==> src/rtl/ispc_pkg.sv <==
// Constants and types for the image sample port
package ispc_pkg;
  localparam int PIX_W = 12;
  localparam int BLK_LEN = 64;
  localparam int BL_ENC_BITS = 8;
  localparam int PV_BITS = 11;
  localparam logic [2:0] HALT_BUFS = 3'h3;
  localparam int HALT_LEAD = 24;
  localparam int ENC_COEFFICIENT_BUS_LAT = 81;
  localparam int DEC_COEFFICIENT_BUS_LEAD = 80;
  localparam int DLY_DEPTH = ENC_COEFFICIENT_BUS_LAT - 1;
  localparam int ENC_TAP = ENC_COEFFICIENT_BUS_LAT - 2;
  localparam int DEC_TAP = DEC_COEFFICIENT_BUS_LEAD - 2;
  localparam logic [5:0] LAST_IDX = 6'(BLK_LEN - 1);
  localparam logic [5:0] EARLY_IDX = 6'(BLK_LEN - HALT_LEAD);
  localparam logic [3:0] PREC_FULL = 4'hC;

  typedef enum logic [2:0] {
    MD_IDLE = 3'b000,
    MD_ENC_BL = 3'b001,
    MD_DEC_BL = 3'b010,
    MD_DEC_PV = 3'b011,
    MD_ENC_LL = 3'b100,
    MD_DEC_LL = 3'b101
  } ispc_mode_t;

  typedef enum logic {
    ST_IDLE = 1'b0,
    ST_DATA = 1'b1
  } ispc_st_t;

  typedef struct packed {
    ispc_st_t st;
    logic [5:0] idx;
    logic early;
    logic grant;
    logic [2:0] pend;
    logic hold;
    logic [PIX_W-1:0] pix;
    logic dec_oe_n;
    logic bsync;
    logic end_of_scan;
    logic lastp;
    logic halt;
    logic halt_oe_n;
    logic sync_d;
    logic [PIX_W-1:0] enc_data;
    logic enc_vld;
    logic enc_eos;
    logic take;
    logic [PIX_W-1:0] stg;
    logic stgv;
    logic stg_last;
    logic [PIX_W-1:0] coefficient_bus;
    logic coefficient_block_sync;
    logic cvld;
    logic [DLY_DEPTH-1:0][PIX_W+1:0] dly;
  } ispc_state_t;
endpackage

==> src/rtl/ispc_pixel_port.sv <==
// Image sample port with auxiliary coefficient output
// Function
// - One sample per clock at most, all synchronous to the single clock.
// - Encode: bus, sync, end-of-scan in, halt out; decode: reversed.
// - Block modes: one-cycle sync just before each 64-sample burst.
// - Preview and lossless: sync in the cycle before every sample.
// - Block encoding captures only the top eight sample bits.
// - Halt rises at three of four buffers full; partner stops after block.
// - Halt 24 clocks before last sample stops after this block, else next.
// - Decoded output blocks may be separated by any gap.
// - Preview end-of-scan within 64 clocks after final sample.
// - Preview sample is block DC on upper eleven bits, bit zero low.
// - Lossless precision below 12 uses top bits; decode zeroes the rest.
// - Lossless samples may be back to back or spaced by idles.
// - Lossless decode end-of-scan within 64 clocks after final sample.
// - Lossless decode drops sync one clock after sampling halt.
// - Block modes show coefficients, sync marks block start, DC first.
// - Encode coefficients appear 81 clocks after input; gaps carried.
// - Decode coefficients lead sample output by 80 clocks; gaps carried.
`timescale 1ns/1ps
module ispc_pixel_port (
  input wire logic core_clk_i,
  input wire logic nrst_i,
  input wire ispc_pkg::ispc_mode_t mode_i,
  input wire logic [3:0] precision_i,
  input wire logic [ispc_pkg::PIX_W-1:0] pixel_i,
  output logic [ispc_pkg::PIX_W-1:0] pixel_o,
  output logic pixel_oe_n_o,
  input wire logic block_sync_i,
  output logic block_sync_o,
  output logic block_sync_oe_n_o,
  input wire logic end_of_scan_i,
  output logic end_of_scan_o,
  output logic end_of_scan_oe_n_o,
  input wire logic halt_i,
  output logic halt_o,
  output logic halt_oe_n_o,
  input wire logic [2:0] bufs_used_i,
  output logic [ispc_pkg::PIX_W-1:0] enc_data_o,
  output logic enc_vld_o,
  output logic enc_eos_o,
  input wire logic [ispc_pkg::PIX_W-1:0] dec_sample_i,
  input wire logic dec_vld_i,
  input wire logic dec_last_i,
  output logic dec_take_o,
  output logic dec_hold_o,
  input wire logic [ispc_pkg::PIX_W-1:0] coefficient_bus_i,
  input wire logic coefficient_bus_sync_i,
  input wire logic coefficient_bus_vld_i,
  output logic [ispc_pkg::PIX_W-1:0] coefficient_bus_o,
  output logic coefficient_block_sync_o,
  output logic coefficient_vld_o
);
  import ispc_pkg::*;

  ispc_state_t state_r;
  ispc_state_t state_nxt;
  logic is_enc;
  logic is_dec;
  logic tap;
  logic have;
  logic start;
  logic accept;

  // Keep only the top p bits of a sample
  function automatic logic [PIX_W-1:0] prec_mask(
    input logic [PIX_W-1:0] d,
    input logic [3:0] p
  );
    logic [PIX_W-1:0] m;
    m = '1;
    if (p != 4'h0 && p < PREC_FULL)
    begin
      m = m << (PREC_FULL - p);
    end
    return d & m;
  endfunction

  // Next-state logic for every mode
  always_comb
  begin
    state_nxt = state_r;
    is_enc = (mode_i == MD_ENC_BL) || (mode_i == MD_ENC_LL);
    is_dec = (mode_i == MD_DEC_BL) || (mode_i == MD_DEC_PV)
      || (mode_i == MD_DEC_LL);
    tap = state_r.dly[DEC_TAP][PIX_W+1];
    have = tap || (state_r.pend != 3'h0);
    start = 1'b0;
    accept = 1'b0;
    // One-cycle strobes fall back to idle
    state_nxt.bsync = 1'b0;
    state_nxt.enc_vld = 1'b0;
    state_nxt.enc_eos = 1'b0;
    state_nxt.take = 1'b0;
    state_nxt.stgv = 1'b0;
    state_nxt.lastp = 1'b0;
    state_nxt.end_of_scan = state_r.lastp;
    // Pin direction follows the mode
    state_nxt.dec_oe_n = !is_dec;
    state_nxt.halt_oe_n = !is_enc;
    state_nxt.halt = is_enc && (bufs_used_i >= HALT_BUFS);
    state_nxt.hold = halt_i;
    state_nxt.sync_d = block_sync_i;
    // Coefficient delay line, one entry per clock
    state_nxt.dly = {state_r.dly[DLY_DEPTH-2:0], {coefficient_bus_sync_i, coefficient_bus_vld_i, coefficient_bus_i}};
    // Coefficient bus source
    state_nxt.coefficient_bus = '0;
    state_nxt.coefficient_block_sync = 1'b0;
    state_nxt.cvld = 1'b0;
    if (mode_i == MD_ENC_BL)
    begin
      state_nxt.coefficient_bus = state_r.dly[ENC_TAP][PIX_W-1:0];
      state_nxt.cvld = state_r.dly[ENC_TAP][PIX_W];
      state_nxt.coefficient_block_sync = state_r.dly[ENC_TAP][PIX_W+1];
    end
    else if (mode_i == MD_DEC_BL)
    begin
      state_nxt.coefficient_bus = coefficient_bus_i;
      state_nxt.cvld = coefficient_bus_vld_i;
      state_nxt.coefficient_block_sync = coefficient_bus_sync_i;
    end
    case (mode_i)
      MD_ENC_BL:
      begin
        // Wait for sync, then take a burst of 64 samples
        if (state_r.st == ST_IDLE)
        begin
          if (block_sync_i)
          begin
            state_nxt.st = ST_DATA;
            state_nxt.idx = 6'h00;
          end
        end
        else
        begin
          state_nxt.enc_vld = 1'b1;
          state_nxt.enc_data = '0;
          state_nxt.enc_data[PIX_W-1 -: BL_ENC_BITS] =
            pixel_i[PIX_W-1 -: BL_ENC_BITS];
          state_nxt.enc_eos = end_of_scan_i;
          state_nxt.idx = state_r.idx + 6'h01;
          if (state_r.idx == LAST_IDX)
          begin
            state_nxt.idx = 6'h00;
            if (!block_sync_i)
            begin
              state_nxt.st = ST_IDLE;
            end
          end
        end
      end
      MD_DEC_BL:
      begin
        if (state_r.st == ST_IDLE)
        begin
          start = have && (!halt_i || state_r.grant);
        end
        else
        begin
          // Put one decoded sample on the bus each clock
          state_nxt.pix = dec_sample_i;
          state_nxt.take = 1'b1;
          state_nxt.idx = state_r.idx + 6'h01;
          if (halt_i && (state_r.idx <= EARLY_IDX))
          begin
            state_nxt.early = 1'b1;
          end
          if (state_r.idx == LAST_IDX)
          begin
            state_nxt.lastp = dec_last_i;
            state_nxt.early = 1'b0;
            start = have && !(halt_i && state_r.early);
            if (!start)
            begin
              state_nxt.st = ST_IDLE;
              state_nxt.grant = halt_i && !state_r.early;
            end
          end
        end
        if (start)
        begin
          state_nxt.bsync = 1'b1;
          state_nxt.st = ST_DATA;
          state_nxt.idx = 6'h00;
          state_nxt.grant = 1'b0;
        end
        // Blocks whose coefficients have passed but not yet shown
        state_nxt.pend = 3'(state_r.pend + {2'h0, tap} - {2'h0, start});
      end
      MD_DEC_PV, MD_DEC_LL:
      begin
        // Sync one clock ahead of each sample, staged one clock
        accept = dec_vld_i && !state_r.hold;
        state_nxt.take = accept;
        state_nxt.bsync = accept;
        state_nxt.stgv = accept;
        state_nxt.stg_last = dec_last_i && accept;
        if (mode_i == MD_DEC_PV)
        begin
          state_nxt.stg = {dec_sample_i[PV_BITS-1:0], 1'b0};
        end
        else
        begin
          state_nxt.stg = prec_mask(dec_sample_i, precision_i);
        end
        if (state_r.stgv)
        begin
          state_nxt.pix = state_r.stg;
          state_nxt.lastp = state_r.stg_last;
        end
      end
      MD_ENC_LL:
      begin
        // Sample follows the clock that carried sync
        if (state_r.sync_d)
        begin
          state_nxt.enc_vld = 1'b1;
          state_nxt.enc_data = prec_mask(pixel_i, precision_i);
          state_nxt.enc_eos = end_of_scan_i;
        end
      end
      default:
      begin
        state_nxt.st = ST_IDLE;
        state_nxt.idx = 6'h00;
        state_nxt.early = 1'b0;
        state_nxt.grant = 1'b0;
        state_nxt.pend = 3'h0;
      end
    endcase
    if (mode_i != MD_DEC_BL)
    begin
      state_nxt.pend = 3'h0;
    end
  end

  // State register, undriven pins after reset
  always_ff @(posedge core_clk_i)
  begin
    if (!nrst_i)
    begin
      state_r <= '0;
      state_r.dec_oe_n <= 1'b1;
      state_r.halt_oe_n <= 1'b1;
    end
    else
    begin
      state_r <= state_nxt;
    end
  end

  // Outputs straight from the state register
  assign pixel_o = state_r.pix;
  assign pixel_oe_n_o = state_r.dec_oe_n;
  assign block_sync_o = state_r.bsync;
  assign block_sync_oe_n_o = state_r.dec_oe_n;
  assign end_of_scan_o = state_r.end_of_scan;
  assign end_of_scan_oe_n_o = state_r.dec_oe_n;
  assign halt_o = state_r.halt;
  assign halt_oe_n_o = state_r.halt_oe_n;
  assign enc_data_o = state_r.enc_data;
  assign enc_vld_o = state_r.enc_vld;
  assign enc_eos_o = state_r.enc_eos;
  assign dec_take_o = state_r.take;
  assign dec_hold_o = state_r.hold;
  assign coefficient_bus_o = state_r.coefficient_bus;
  assign coefficient_block_sync_o = state_r.coefficient_block_sync;
  assign coefficient_vld_o = state_r.cvld;
endmodule

==> config.mk <==
export PLATFORM = sky130hd
export DESIGN_NAME = ispc_pixel_port
export DESIGN_NICKNAME = d
export VERILOG_FILES = /design/src/rtl/ispc_pkg.sv /design/src/rtl/ispc_pixel_port.sv
export SDC_FILE = /design/constraint.sdc
export NUM_CORES = 1
export LEC_CHECK = 0
export CORE_ASPECT_RATIO = 0.7
export CORE_MARGIN = 2
export CORE_UTILIZATION = 44
export CTS_CLUSTER_SIZE = 20
export DETAILED_ROUTE_END_ITERATION = 6
export DONT_BUFFER_PORTS = 1
export MAX_ROUTING_LAYER = met4
export PLACE_DENSITY = 0.56
export SETUP_SLACK_MARGIN = 0.3
export SKIP_CTS_REPAIR_TIMING = 1
export SYNTH_ARGS = -nofsm -noshare
export SYNTH_HDL_FRONTEND = slang
export SYNTH_SLANG_ARGS = --single-unit
==> constraint.sdc <==
create_clock -name core_clk_i -period 3.2 [get_ports core_clk_i]
set_input_delay 0.64 -clock core_clk_i [delete_from_list [all_inputs] [get_ports core_clk_i]]
set_output_delay 0.64 -clock core_clk_i [all_outputs]
set_load 0.02 [all_outputs]
==> run metrics, run 1 <==
Setup WS pre-CTS approximately 0.45 ns; DP HPWL 20700 um; core footprint 0.0754 mm^2; H-tree Lvls 3; first-pass iteration count of the detailed router 5; number of synthesized flops with an enable pin 0; 1st-iter DRT viols 1027; R2R depth 12; clock share of power roughly 46%; Die Wd 334 um; Worst Setup End Kind flip-flop; crit path from state_r[1188]; WS Path Type flip-flop to flip-flop; ys async rst share 0%; setup ws final 0.520 ns; Nets 2774; clock skew ~0.015 ns; IO Count 104; RePlAce Congestion roughly 0.77; Starting Density between 40% and 50%; YS warnings 0; Synth Net Count 2848; Worst-path clk slew 0.06 ns; PwrDens 740 mW/mm^2; DRC violations left 0; CTS Buf Count 107; sequential share of power 53.7%; most common flop cell mapped by yosys dfxtp_1; Rel. slew slack -3.96%; Peak Freq ~370 MHz; vias post-DR approximately 16000; clk_lat worst skew 0.66 ns; CTS root buf clkbuf_16; Post-Route WL 44300 um; critical path peak fanout 9; largest net degree at the start of global routing 1134; share of layout cells above drive strength 1 7.18%; Max clock buf depth 3; CTS sink cnt 1195; IO buf count 0; final hold vios 0; worst slew pin tran around 1.6 ns; drt wl/cell 11.7 um; global-route wire length before repair 75300 um; Sw Ratio 19.7%; maximum vdd ir drop between 0.3 and 0.4 mV; Critical Path AT 3.23 ns; CTS tree yes; Layout area overhead 11.9%; data required time of the worst path 3.75 ns; min Tclk post-route 2.68 ns; Max Cap Viol 0; Finish-stage setup viols 0; status finished, violations left; GRT Total Usage 11.6%; final instance area 0.0376 mm^2; sequential element share of the synthesized area a little under three quarters; synthesized netlist cell count 2785; LEAKAGE 15.4 nW; ANT cells 0; Critical R2R Launch state_r[1188]; Cell variety after synth 55; most common cell after layout, fill and taps aside dfxtp_1; Comb power frac 0.7%; antenna violations before repair 1; Row Count 84; min-delay worst type input pin to flip-flop; crit start category flip-flop; Pint 22.4 mW; final clock period utilization by the worst path 83.8%; Seq cells post-synth 1195; final max-slew violation count 166; Avg Cell Area, Syn about 12 um^2; Switch Pwr between 5 and 6 mW; vias in the first global route 14941; Die Y 235 um; failing checks max-slew violations; GR Overflow Total 0; dpl cell area ~0.034 mm^2; r2r setup slk 0.52 ns; crit path to state_r[1185]; Reg-to-Reg End state_r[1185]; total negative slack 0 ns; Post-Syn Area approximately 0.034 mm^2; die area approximately 0.08 mm^2; Antenna Nets Post-Route 0; most frequent cells in the layout dfxtp_1, and2_1, clkbuf_16, nor2_1, clkbuf_8; vias per std cell roughly 4.2; RSZ-0062 raised after global routing no; Hold WS 0.101 ns
-- kinds of logic (layout without fill, tap and decap cells) --
| family | count (synthesis) | in the layout | share of synthesized area (%) |
|---|---|---|---|
| XOR/XNOR | 4 | 4 | 0.104 |
| multiplexers | 12 | 12 | 0.357 |
| adder cells (fa/ha/maj) | 8 | 8 | 0.320 |
| AO/OA/AOI/OAI | 121 | 121 | 2.59 |
| AND/OR/NAND/NOR | 1239 | 1239 | 22.7 |
| flip-flops | 1195 | 1195 | 71.1 |
| buffers and inverters | 206 | 221 | 2.81 |
-- worst max-delay path, cell delays in order, from the launching register on --
cell and delay (ns):
dfxtp_1 0.35, ha_1 0.26, nand3_1 0.18, nor2_4 0.09, a31oi_2 0.27, inv_1 0.09, ha_1 0.29, inv_1 0.04
ha_1 0.18, fa_1 0.38, xnor2_1 0.21, xnor2_1 0.16, nor2_1 0.07
-- synth_stat cells (5+ instances only) --
| library cell | number | share of area, % |
|---|---|---|
| dfxtp_1 | 1195 | 71 |
| and2_1 | 1124 | 21 |
| clkbuf_1 | 132 | 1.5 |
| buf_4 | 42 | 0.94 |
| nor2_1 | 40 | 0.45 |
| a21oi_1 | 27 | 0.40 |
| a22oi_1 | 27 | 0.60 |
| nand3_1 | 18 | 0.27 |
| inv_1 | 17 | 0.19 |
| nand2_1 | 15 | 0.17 |
| a211oi_1 | 13 | 0.29 |
| a32o_1 | 12 | 0.36 |
| mux2i_1 | 12 | 0.36 |
| buf_2 | 11 | 0.16 |
| o21ai_0 | 10 | 0.15 |
| nor3_1 | 8 | 0.12 |
| ha_1 | 7 | 0.26 |
| nor2b_1 | 7 | 0.13 |
| nand2b_1 | 6 | 0.11 |
| o21ai_1 | 5 | 0.074 |
-- layout make-up --
| type | count | area, um^2 |
|---|---|---|
| Fill cell | 6515 | 37700 |
| Sequential cell | 1195 | 23900 |
| Multi-Input combinational cell | 1384 | 8770 |
| Clock buffer | 163 | 3290 |
| Tap cell | 989 | 1240 |
| Clock inverter | 35 | 307 |
| Inverter | 18 | 67.6 |
| Timing Repair Buffer | 5 | 37.5 |
-- power groups by stage --
stage          combinational (mW)  clock (mW)  sequential (mW)
6_report                    0.188        12.7             15.0
5_1_grt                     0.206        13.8             14.9
4_1_cts                     0.185        13.1             15.0
3_5_place_dp                0.183           0             15.3
3_3_place_gp                0.177           0             15.3
2_1_floorplan               0.313           0             15.3
-- through the flow --
step	instances	util (%)	total power, mW
6_report	3789	49.9	27.8
5_1_grt	3789	49.9	28.9
4_1_cts	3789	49.9	28.3
3_5_place_dp	3591	45.2	15.5
3_3_place_gp	3591	45.2	15.5
2_1_floorplan	2785	-	15.6
-- sequential cells by signal, indices dropped and copies added (netlist names) --
name,count
pixel_o,12
enc_vld_o,1
enc_data_o,12
block_sync_o,1
halt_o,1
coefficient_bus_o,12
state_nxt,1107
halt_oe_n_o,1
coefficient_block_sync_o,1
enc_eos_o,1
coefficient_vld_o,1
state_r,41
dec_hold_o,1
dec_take_o,1
end_of_scan_o,1
block_sync_oe_n_o,1
-- worst min-delay path by stage --
stage,depth (start not counted),end,start,slack (ns)
after floorplan,1,end_of_scan_o,state_nxt[1167],0.41
after global placement,1,state_nxt[987],state_nxt[973],0.41
after detailed placement,1,state_nxt[496],state_nxt[482],0.42
after CTS,1,state_nxt[23],coefficient_bus_i[9],0.04
after global routing,1,state_r[1163],block_sync_i,0.05
final,1,state_r[1163],block_sync_i,0.10
-- metal layers --
layer | global-route usage [%] | vias up | wire length (um)
li1 | - | 8442 | -
met3 | 3.55 | 124 | 2580
met5 | - | - | 0
met4 | 4.75 | 0 | 1340
met2 | 14.2 | 294 | 16100
met1 | 17.2 | 7180 | 24300
(Power assumes the default switching activity.)
==> run 2: changes to the inputs <==
--- a/config.mk
+++ b/config.mk
@@ -12,7 +12,7 @@
 export DETAILED_ROUTE_END_ITERATION = 6
 export DONT_BUFFER_PORTS = 1
 export MAX_ROUTING_LAYER = met4
-export PLACE_DENSITY = 0.56
+export PLACE_DENSITY = 0.58
 export SETUP_SLACK_MARGIN = 0.3
 export SKIP_CTS_REPAIR_TIMING = 1
 export SYNTH_ARGS = -nofsm -noshare
==> constraint.sdc (replaced) <==
create_clock -name core_clk_i -period 2.35 [get_ports core_clk_i]
set_input_delay 0.47 -clock core_clk_i [delete_from_list [all_inputs] [get_ports core_clk_i]]
set_output_delay 0.47 -clock core_clk_i [all_outputs]
set_load 0.02 [all_outputs]
==> run metrics, run 2 (synthesis results as in run 1) <==
status finished, violations left; failing checks negative hold slack, max-slew violations, negative setup slack; max reg flops 1107 (unchanged); WS Path Type input pin to flip-flop; CTS root buf clkbuf_16; Final Non-Filler Cells 3856 (+1.8%); data required time of the worst path 2.95 ns (-0.80 ns); PwrDens 989 mW/mm^2 (+34%); Antenna Nets Post-Route 0 (unchanged); largest net degree at the start of global routing 1134 (unchanged); Max Cap Viol 0 (unchanged); final instance area 0.0383 mm^2 (+1.7%); Pint 30.4 mW (+36%); Sw Ratio 19.7% (about the same); min-delay worst type input pin to flip-flop; r2r setup slk 0.08 ns (-0.44 ns); final hold vios 1 (+1); clock skew 0.0163 ns (+0.00162 ns); crit start category input pin; R2R depth 11 (-1); clk_lat worst skew 0.65 ns (about the same); CTS Buf Count 109 (+1.9%); Post-Route WL 46900 um (+5.8%); vias in the first global route 15360 (+2.8%); antenna violations before repair 0 (-1); die area 0.0787 mm^2 (unchanged); min Tclk post-route around 4.4 ns; CTS sink cnt 1195 (unchanged); vias post-DR 16209 (+1.1%); DR top layer met4; Worst Min Path Start dec_sample_i[0]; Die Y 235 um (unchanged); Critical R2R Launch state_r[1185]; RSZ-0062 raised after global routing yes; final clock period utilization by the worst path 187%; vias per std cell 4.20 (-0.70%); Row Count 84 (unchanged); clock share of power 45.2% (-0.4 points); Hold Path Sink state_r[1136]; dpl cell area 0.0342 mm^2 (+0.51%); met2 wire length 17200 um (+6.8%); Power, Total 37.9 mW (+36%); Setup WS pre-CTS 0.0306 ns (-0.419 ns); Comb power frac 0.9% (+0.2 points); Finish-stage setup viols 248 (+248); most frequent cells in the layout dfxtp_1, and2_1, clkbuf_16, dlygate4sd3_1, nor2_1; critical path peak fanout 1104 (+1095); dpl cells 3607 (+0.45%); CTS tree yes; Worst-path clk slew 0.07 ns (about the same); Worst Setup End Kind flip-flop; worst slew pin tran 3.32 ns (+1.76 ns); Peak Freq 228 MHz; ANT cells 0 (unchanged); Nets 2848 (+2.7%); core footprint 0.0754 mm^2 (unchanged); share of layout cells above drive strength 1 7.53% (+0.36 points); 1st-iter DRT viols 997 (-2.9%); Starting Density 44.6% (unchanged); H-tree Lvls 3 (unchanged); Rel. slew slack -121% (-120 points); IO Count 104 (unchanged); DP HPWL 22100 um (+6.5%); RePlAce Congestion 0.764 (-0.47%); Max clock buf depth 3 (unchanged); GRT Total Usage 12.1% (+0.49 points); total negative slack -119.79 ns (-119.79 ns); setup ws final -2.04 ns (-2.56 ns); GR Overflow Total 0 (unchanged); metal1 wirelength 26000 um (+7.0%); Hold WS -0.0142 ns (-0.115 ns); Layout area overhead 13.8%; IO buf count 0 (unchanged); DR WL met3 2280 um (-11%); LEAKAGE 15.7 nW (+1.9%); Reg-to-Reg End state_r[1185]; WHS Path Cells 2 (+1); maximum vdd ir drop 0.572 mV (+50%); sequential share of power 53.8% (about the same); Die Wd 334 um (unchanged); drt wl/cell 12.2 um (+3.9%); Critical Path AT 4.98 ns (+1.75 ns); global-route wire length before repair 77900 um (+3.5%); DRC violations left 0 (unchanged); final max-slew violation count 1004 (+500%); first-pass iteration count of the detailed router 5 (unchanged); most common cell after layout, fill and taps aside dfxtp_1; Switch Pwr 7.46 mW (+36%)
[run 2: cell count changes in the layout (fill, tap and decap cells not counted), moves of 4 or more]
cell,before,now
dfxtp_1,1195,1191
clkbuf_1,18,26
buf_4,5,22
dlygate4sd3_1,0,55
dfxtp_2,0,4
clkbuf_8,36,23
clkinv_2,24,19
[run 2: critical path, stage by stage]
cell,delay [ns]
clkinv_1,1.55
buf_4,0.58
a21oi_1,0.15
dlygate4sd3_1,0.56
[run 2: how the worst max path moves through the flow]
stage	slack, ns	start	endpoint
after floorplan	0.12	state_nxt[1119]	state_r[1185]
after global placement	-0.08	state_nxt[1119]	state_r[1185]
after detailed placement	0.03	state_nxt[1119]	state_r[1185]
after CTS	0.02	state_nxt[1119]	state_r[1185]
after global routing	-0.06	state_r[1185]	state_r[1185]
final	-2.04	nrst_i	state_r[1143]
[run 2: power groups by stage]
stage	Combinational, mW	Clock [mW]	Sequential, mW
after global placement	0.260	0	20.8
final	0.359	17.1	20.4
after detailed placement	0.266	0	20.8
after CTS	0.268	17.7	20.4
after global routing	0.388	18.5	20.4
after floorplan	0.427	0	20.8
[run 2: area by class of cell]
cell class	count	area (um^2)
fillers	6494	37100
clock buffers	159	3170
flip-flops and latches	1195	23900
well taps	989	1240
inverters	18	67.6
repair buffers	77	716
multi-input cells	1384	8810
clock inverters	34	353
[run 2: per-layer routing]
metal	global-route usage [%]	vias to the layer above
met1	18.1	7267
li1	-	8575
met5	-	-
met2	15.0	253
met4	5.06	0
met3	3.19	114
[run 2: per-stage QoR]
stage	hold WS [ns]	utilization (%)
floorplan	0.412	-
global placement	0.413	45.4
detailed placement	0.417	45.4
CTS	-0.128	50.1
global route	0.000368	50.8
finish	-0.0142	50.8
==> run 3: changes to the inputs <==
--- a/config.mk
+++ b/config.mk
@@ -13,7 +13,7 @@
 export DONT_BUFFER_PORTS = 1
 export MAX_ROUTING_LAYER = met4
 export PLACE_DENSITY = 0.58
-export SETUP_SLACK_MARGIN = 0.3
+export SETUP_SLACK_MARGIN = 0.1
 export SKIP_CTS_REPAIR_TIMING = 1
 export SYNTH_ARGS = -nofsm -noshare
 export SYNTH_HDL_FRONTEND = slang
==> run metrics, run 3 (synthesis results as in run 1) <==
final clock period utilization by the worst path 112% (-75 points); Die Y 235 um (unchanged); final max-slew violation count 753 (-25%); most frequent cells in the layout dfxtp_1, and2_1, clkbuf_16, dlygate4sd3_1, nor2_1; DRC violations left 0 (unchanged); status finished, violations left; CTS Buf Count 108 (-0.92%); min-delay worst type input pin to flip-flop; CTS tree yes; Antenna Nets Post-Route 0 (unchanged); max reg flops 1107 (unchanged); worst slew pin tran 2.08 ns (-1.23 ns); Finish-stage setup viols 18 (-93%); total negative slack -4.23 ns (+115.56 ns); clk_lat worst skew 0.66 ns (about the same); Util after Layout 51.1% (+0.31 points); WS Path Type input pin to flip-flop; Hold WS 0.00249 ns (+0.0167 ns); Layout area overhead 14.5%; H-tree Lvls 3 (unchanged); data required time of the worst path 2.95 ns (about the same); Worst Min Path Start coefficient_bus_i[4]; Post-Route WL 46500 um (-0.79%); CTS sink cnt 1195 (unchanged); PwrDens 999 mW/mm^2 (+1.0%); most common cell after layout, fill and taps aside dfxtp_1; share of layout cells above drive strength 1 7.78% (+0.25 points); GRT Total Usage 11.8% (-0.31 points); dpl cell area 0.0342 mm^2 (about the same); Peak Freq 380 MHz (+67%); CTS root buf clkbuf_16; R2R depth 11 (unchanged); DR WL met3 2530 um (+11%); IO Count 104 (unchanged); maximum vdd ir drop 0.527 mV (-7.9%); largest net degree at the start of global routing 1134 (unchanged); Nets 2853 (+0.18%); DR top layer met4; LEAKAGE 15.8 nW (+0.79%); Max clock buf depth 3 (unchanged); met2 wire length 16400 um (-4.6%); Die Wd 334 um (unchanged); Starting Density 44.6% (unchanged); Critical R2R Launch state_r[1185]; Max Cap Viol 0 (unchanged); antenna violations before repair 0 (unchanged); global-route wire length before repair 75700 um (-2.8%); failing checks max-slew violations, negative setup slack; Reg-to-Reg End state_r[1185]; drt wl/cell 12.0 um (-1.1%); vias post-DR 16197 (-0.074%); Hold Path Sink coefficient_bus_o[4]; WHS Path Cells 2 (unchanged); Worst-path clk slew 0.06 ns (about the same); Critical Path AT 3.23 ns (-1.75 ns); die area 0.0787 mm^2 (unchanged); DP HPWL 21600 um (-2.0%); Worst Setup End Kind flip-flop; vias in the first global route 14789 (-3.7%); RePlAce Congestion 0.797 (+4.3%); crit start category input pin; final instance area 0.0385 mm^2 (+0.61%); vias per std cell 4.19 (-0.38%); r2r setup slk 0.02 ns (-0.06 ns); critical path peak fanout 1128 (+2.2%); IO buf count 0 (unchanged); Rel. slew slack -38.9% (+82 points); final hold vios 0 (-1); 1st-iter DRT viols 968 (-2.9%); core footprint 0.0754 mm^2 (unchanged); RSZ-0062 raised after global routing yes; metal1 wirelength 26300 um (+1.4%); min Tclk post-route 2.63 ns (-1.76 ns); GR Overflow Total 0 (unchanged); first-pass iteration count of the detailed router 5 (unchanged); setup ws final -0.278 ns (+1.76 ns); clock skew 0.0274 ns (+0.0111 ns); Row Count 84 (unchanged)
==> run 3: area by class of cell <==
class	instances	area [um^2]
fillers	6527	36800
flip-flops and latches	1195	23900
multi-input cells	1384	8810
clock buffers	160	3250
well taps	989	1240
repair buffers	83	776
clock inverters	38	444
inverters	18	67.6
diodes	1	2.50
==> run 3: report_power, final <==
group / switching, mW / internal, mW
combinational: 0.175 / 0.182
sequential: 0.0514 / 20.3
clock: 7.29 / 10.5
==> run 3: how the worst max path moves through the flow <==
| stage | from | end | slack, ns | depth (start not counted) |
|---|---|---|---|---|
| floorplan | state_nxt[1119] | state_r[1185] | 0.1 | 11 |
| global placement | state_nxt[1119] | state_r[1185] | -0.11 | 11 |
| finish | nrst_i | state_r[1138] | -0.28 | 4 |
| detailed placement | state_nxt[1119] | state_r[1185] | -0.01 | 11 |
| CTS | state_nxt[1119] | state_r[1185] | -0.01 | 11 |
| global route | state_r[1185] | state_r[1185] | -0.11 | 11 |
==> run 3: stage by stage <==
step | power, mW | setup WS, ns | instances
floorplan | 21.2 | 0.0992 | 2785
global placement | 21.1 | -0.107 | 3606
detailed placement | 21.1 | -0.0102 | 3606
CTS | 39.0 | -0.0138 | 3804
global route | 39.9 | -0.113 | 3867
finish | 38.5 | -0.278 | 3868
==> run 3: metal layers <==
layer | vias to the layer above | track usage [%]
met5 | - | -
li1 | 8587 | -
met3 | 106 | 3.69
met4 | 0 | 4.05
met2 | 255 | 14.3
met1 | 7249 | 17.9
==> run 3: critical path, stage by stage <==
cell	delay, ns
clkinv_1	0.85
buf_4	0.46
a21oi_1	0.16
dlygate4sd3_1	0.57
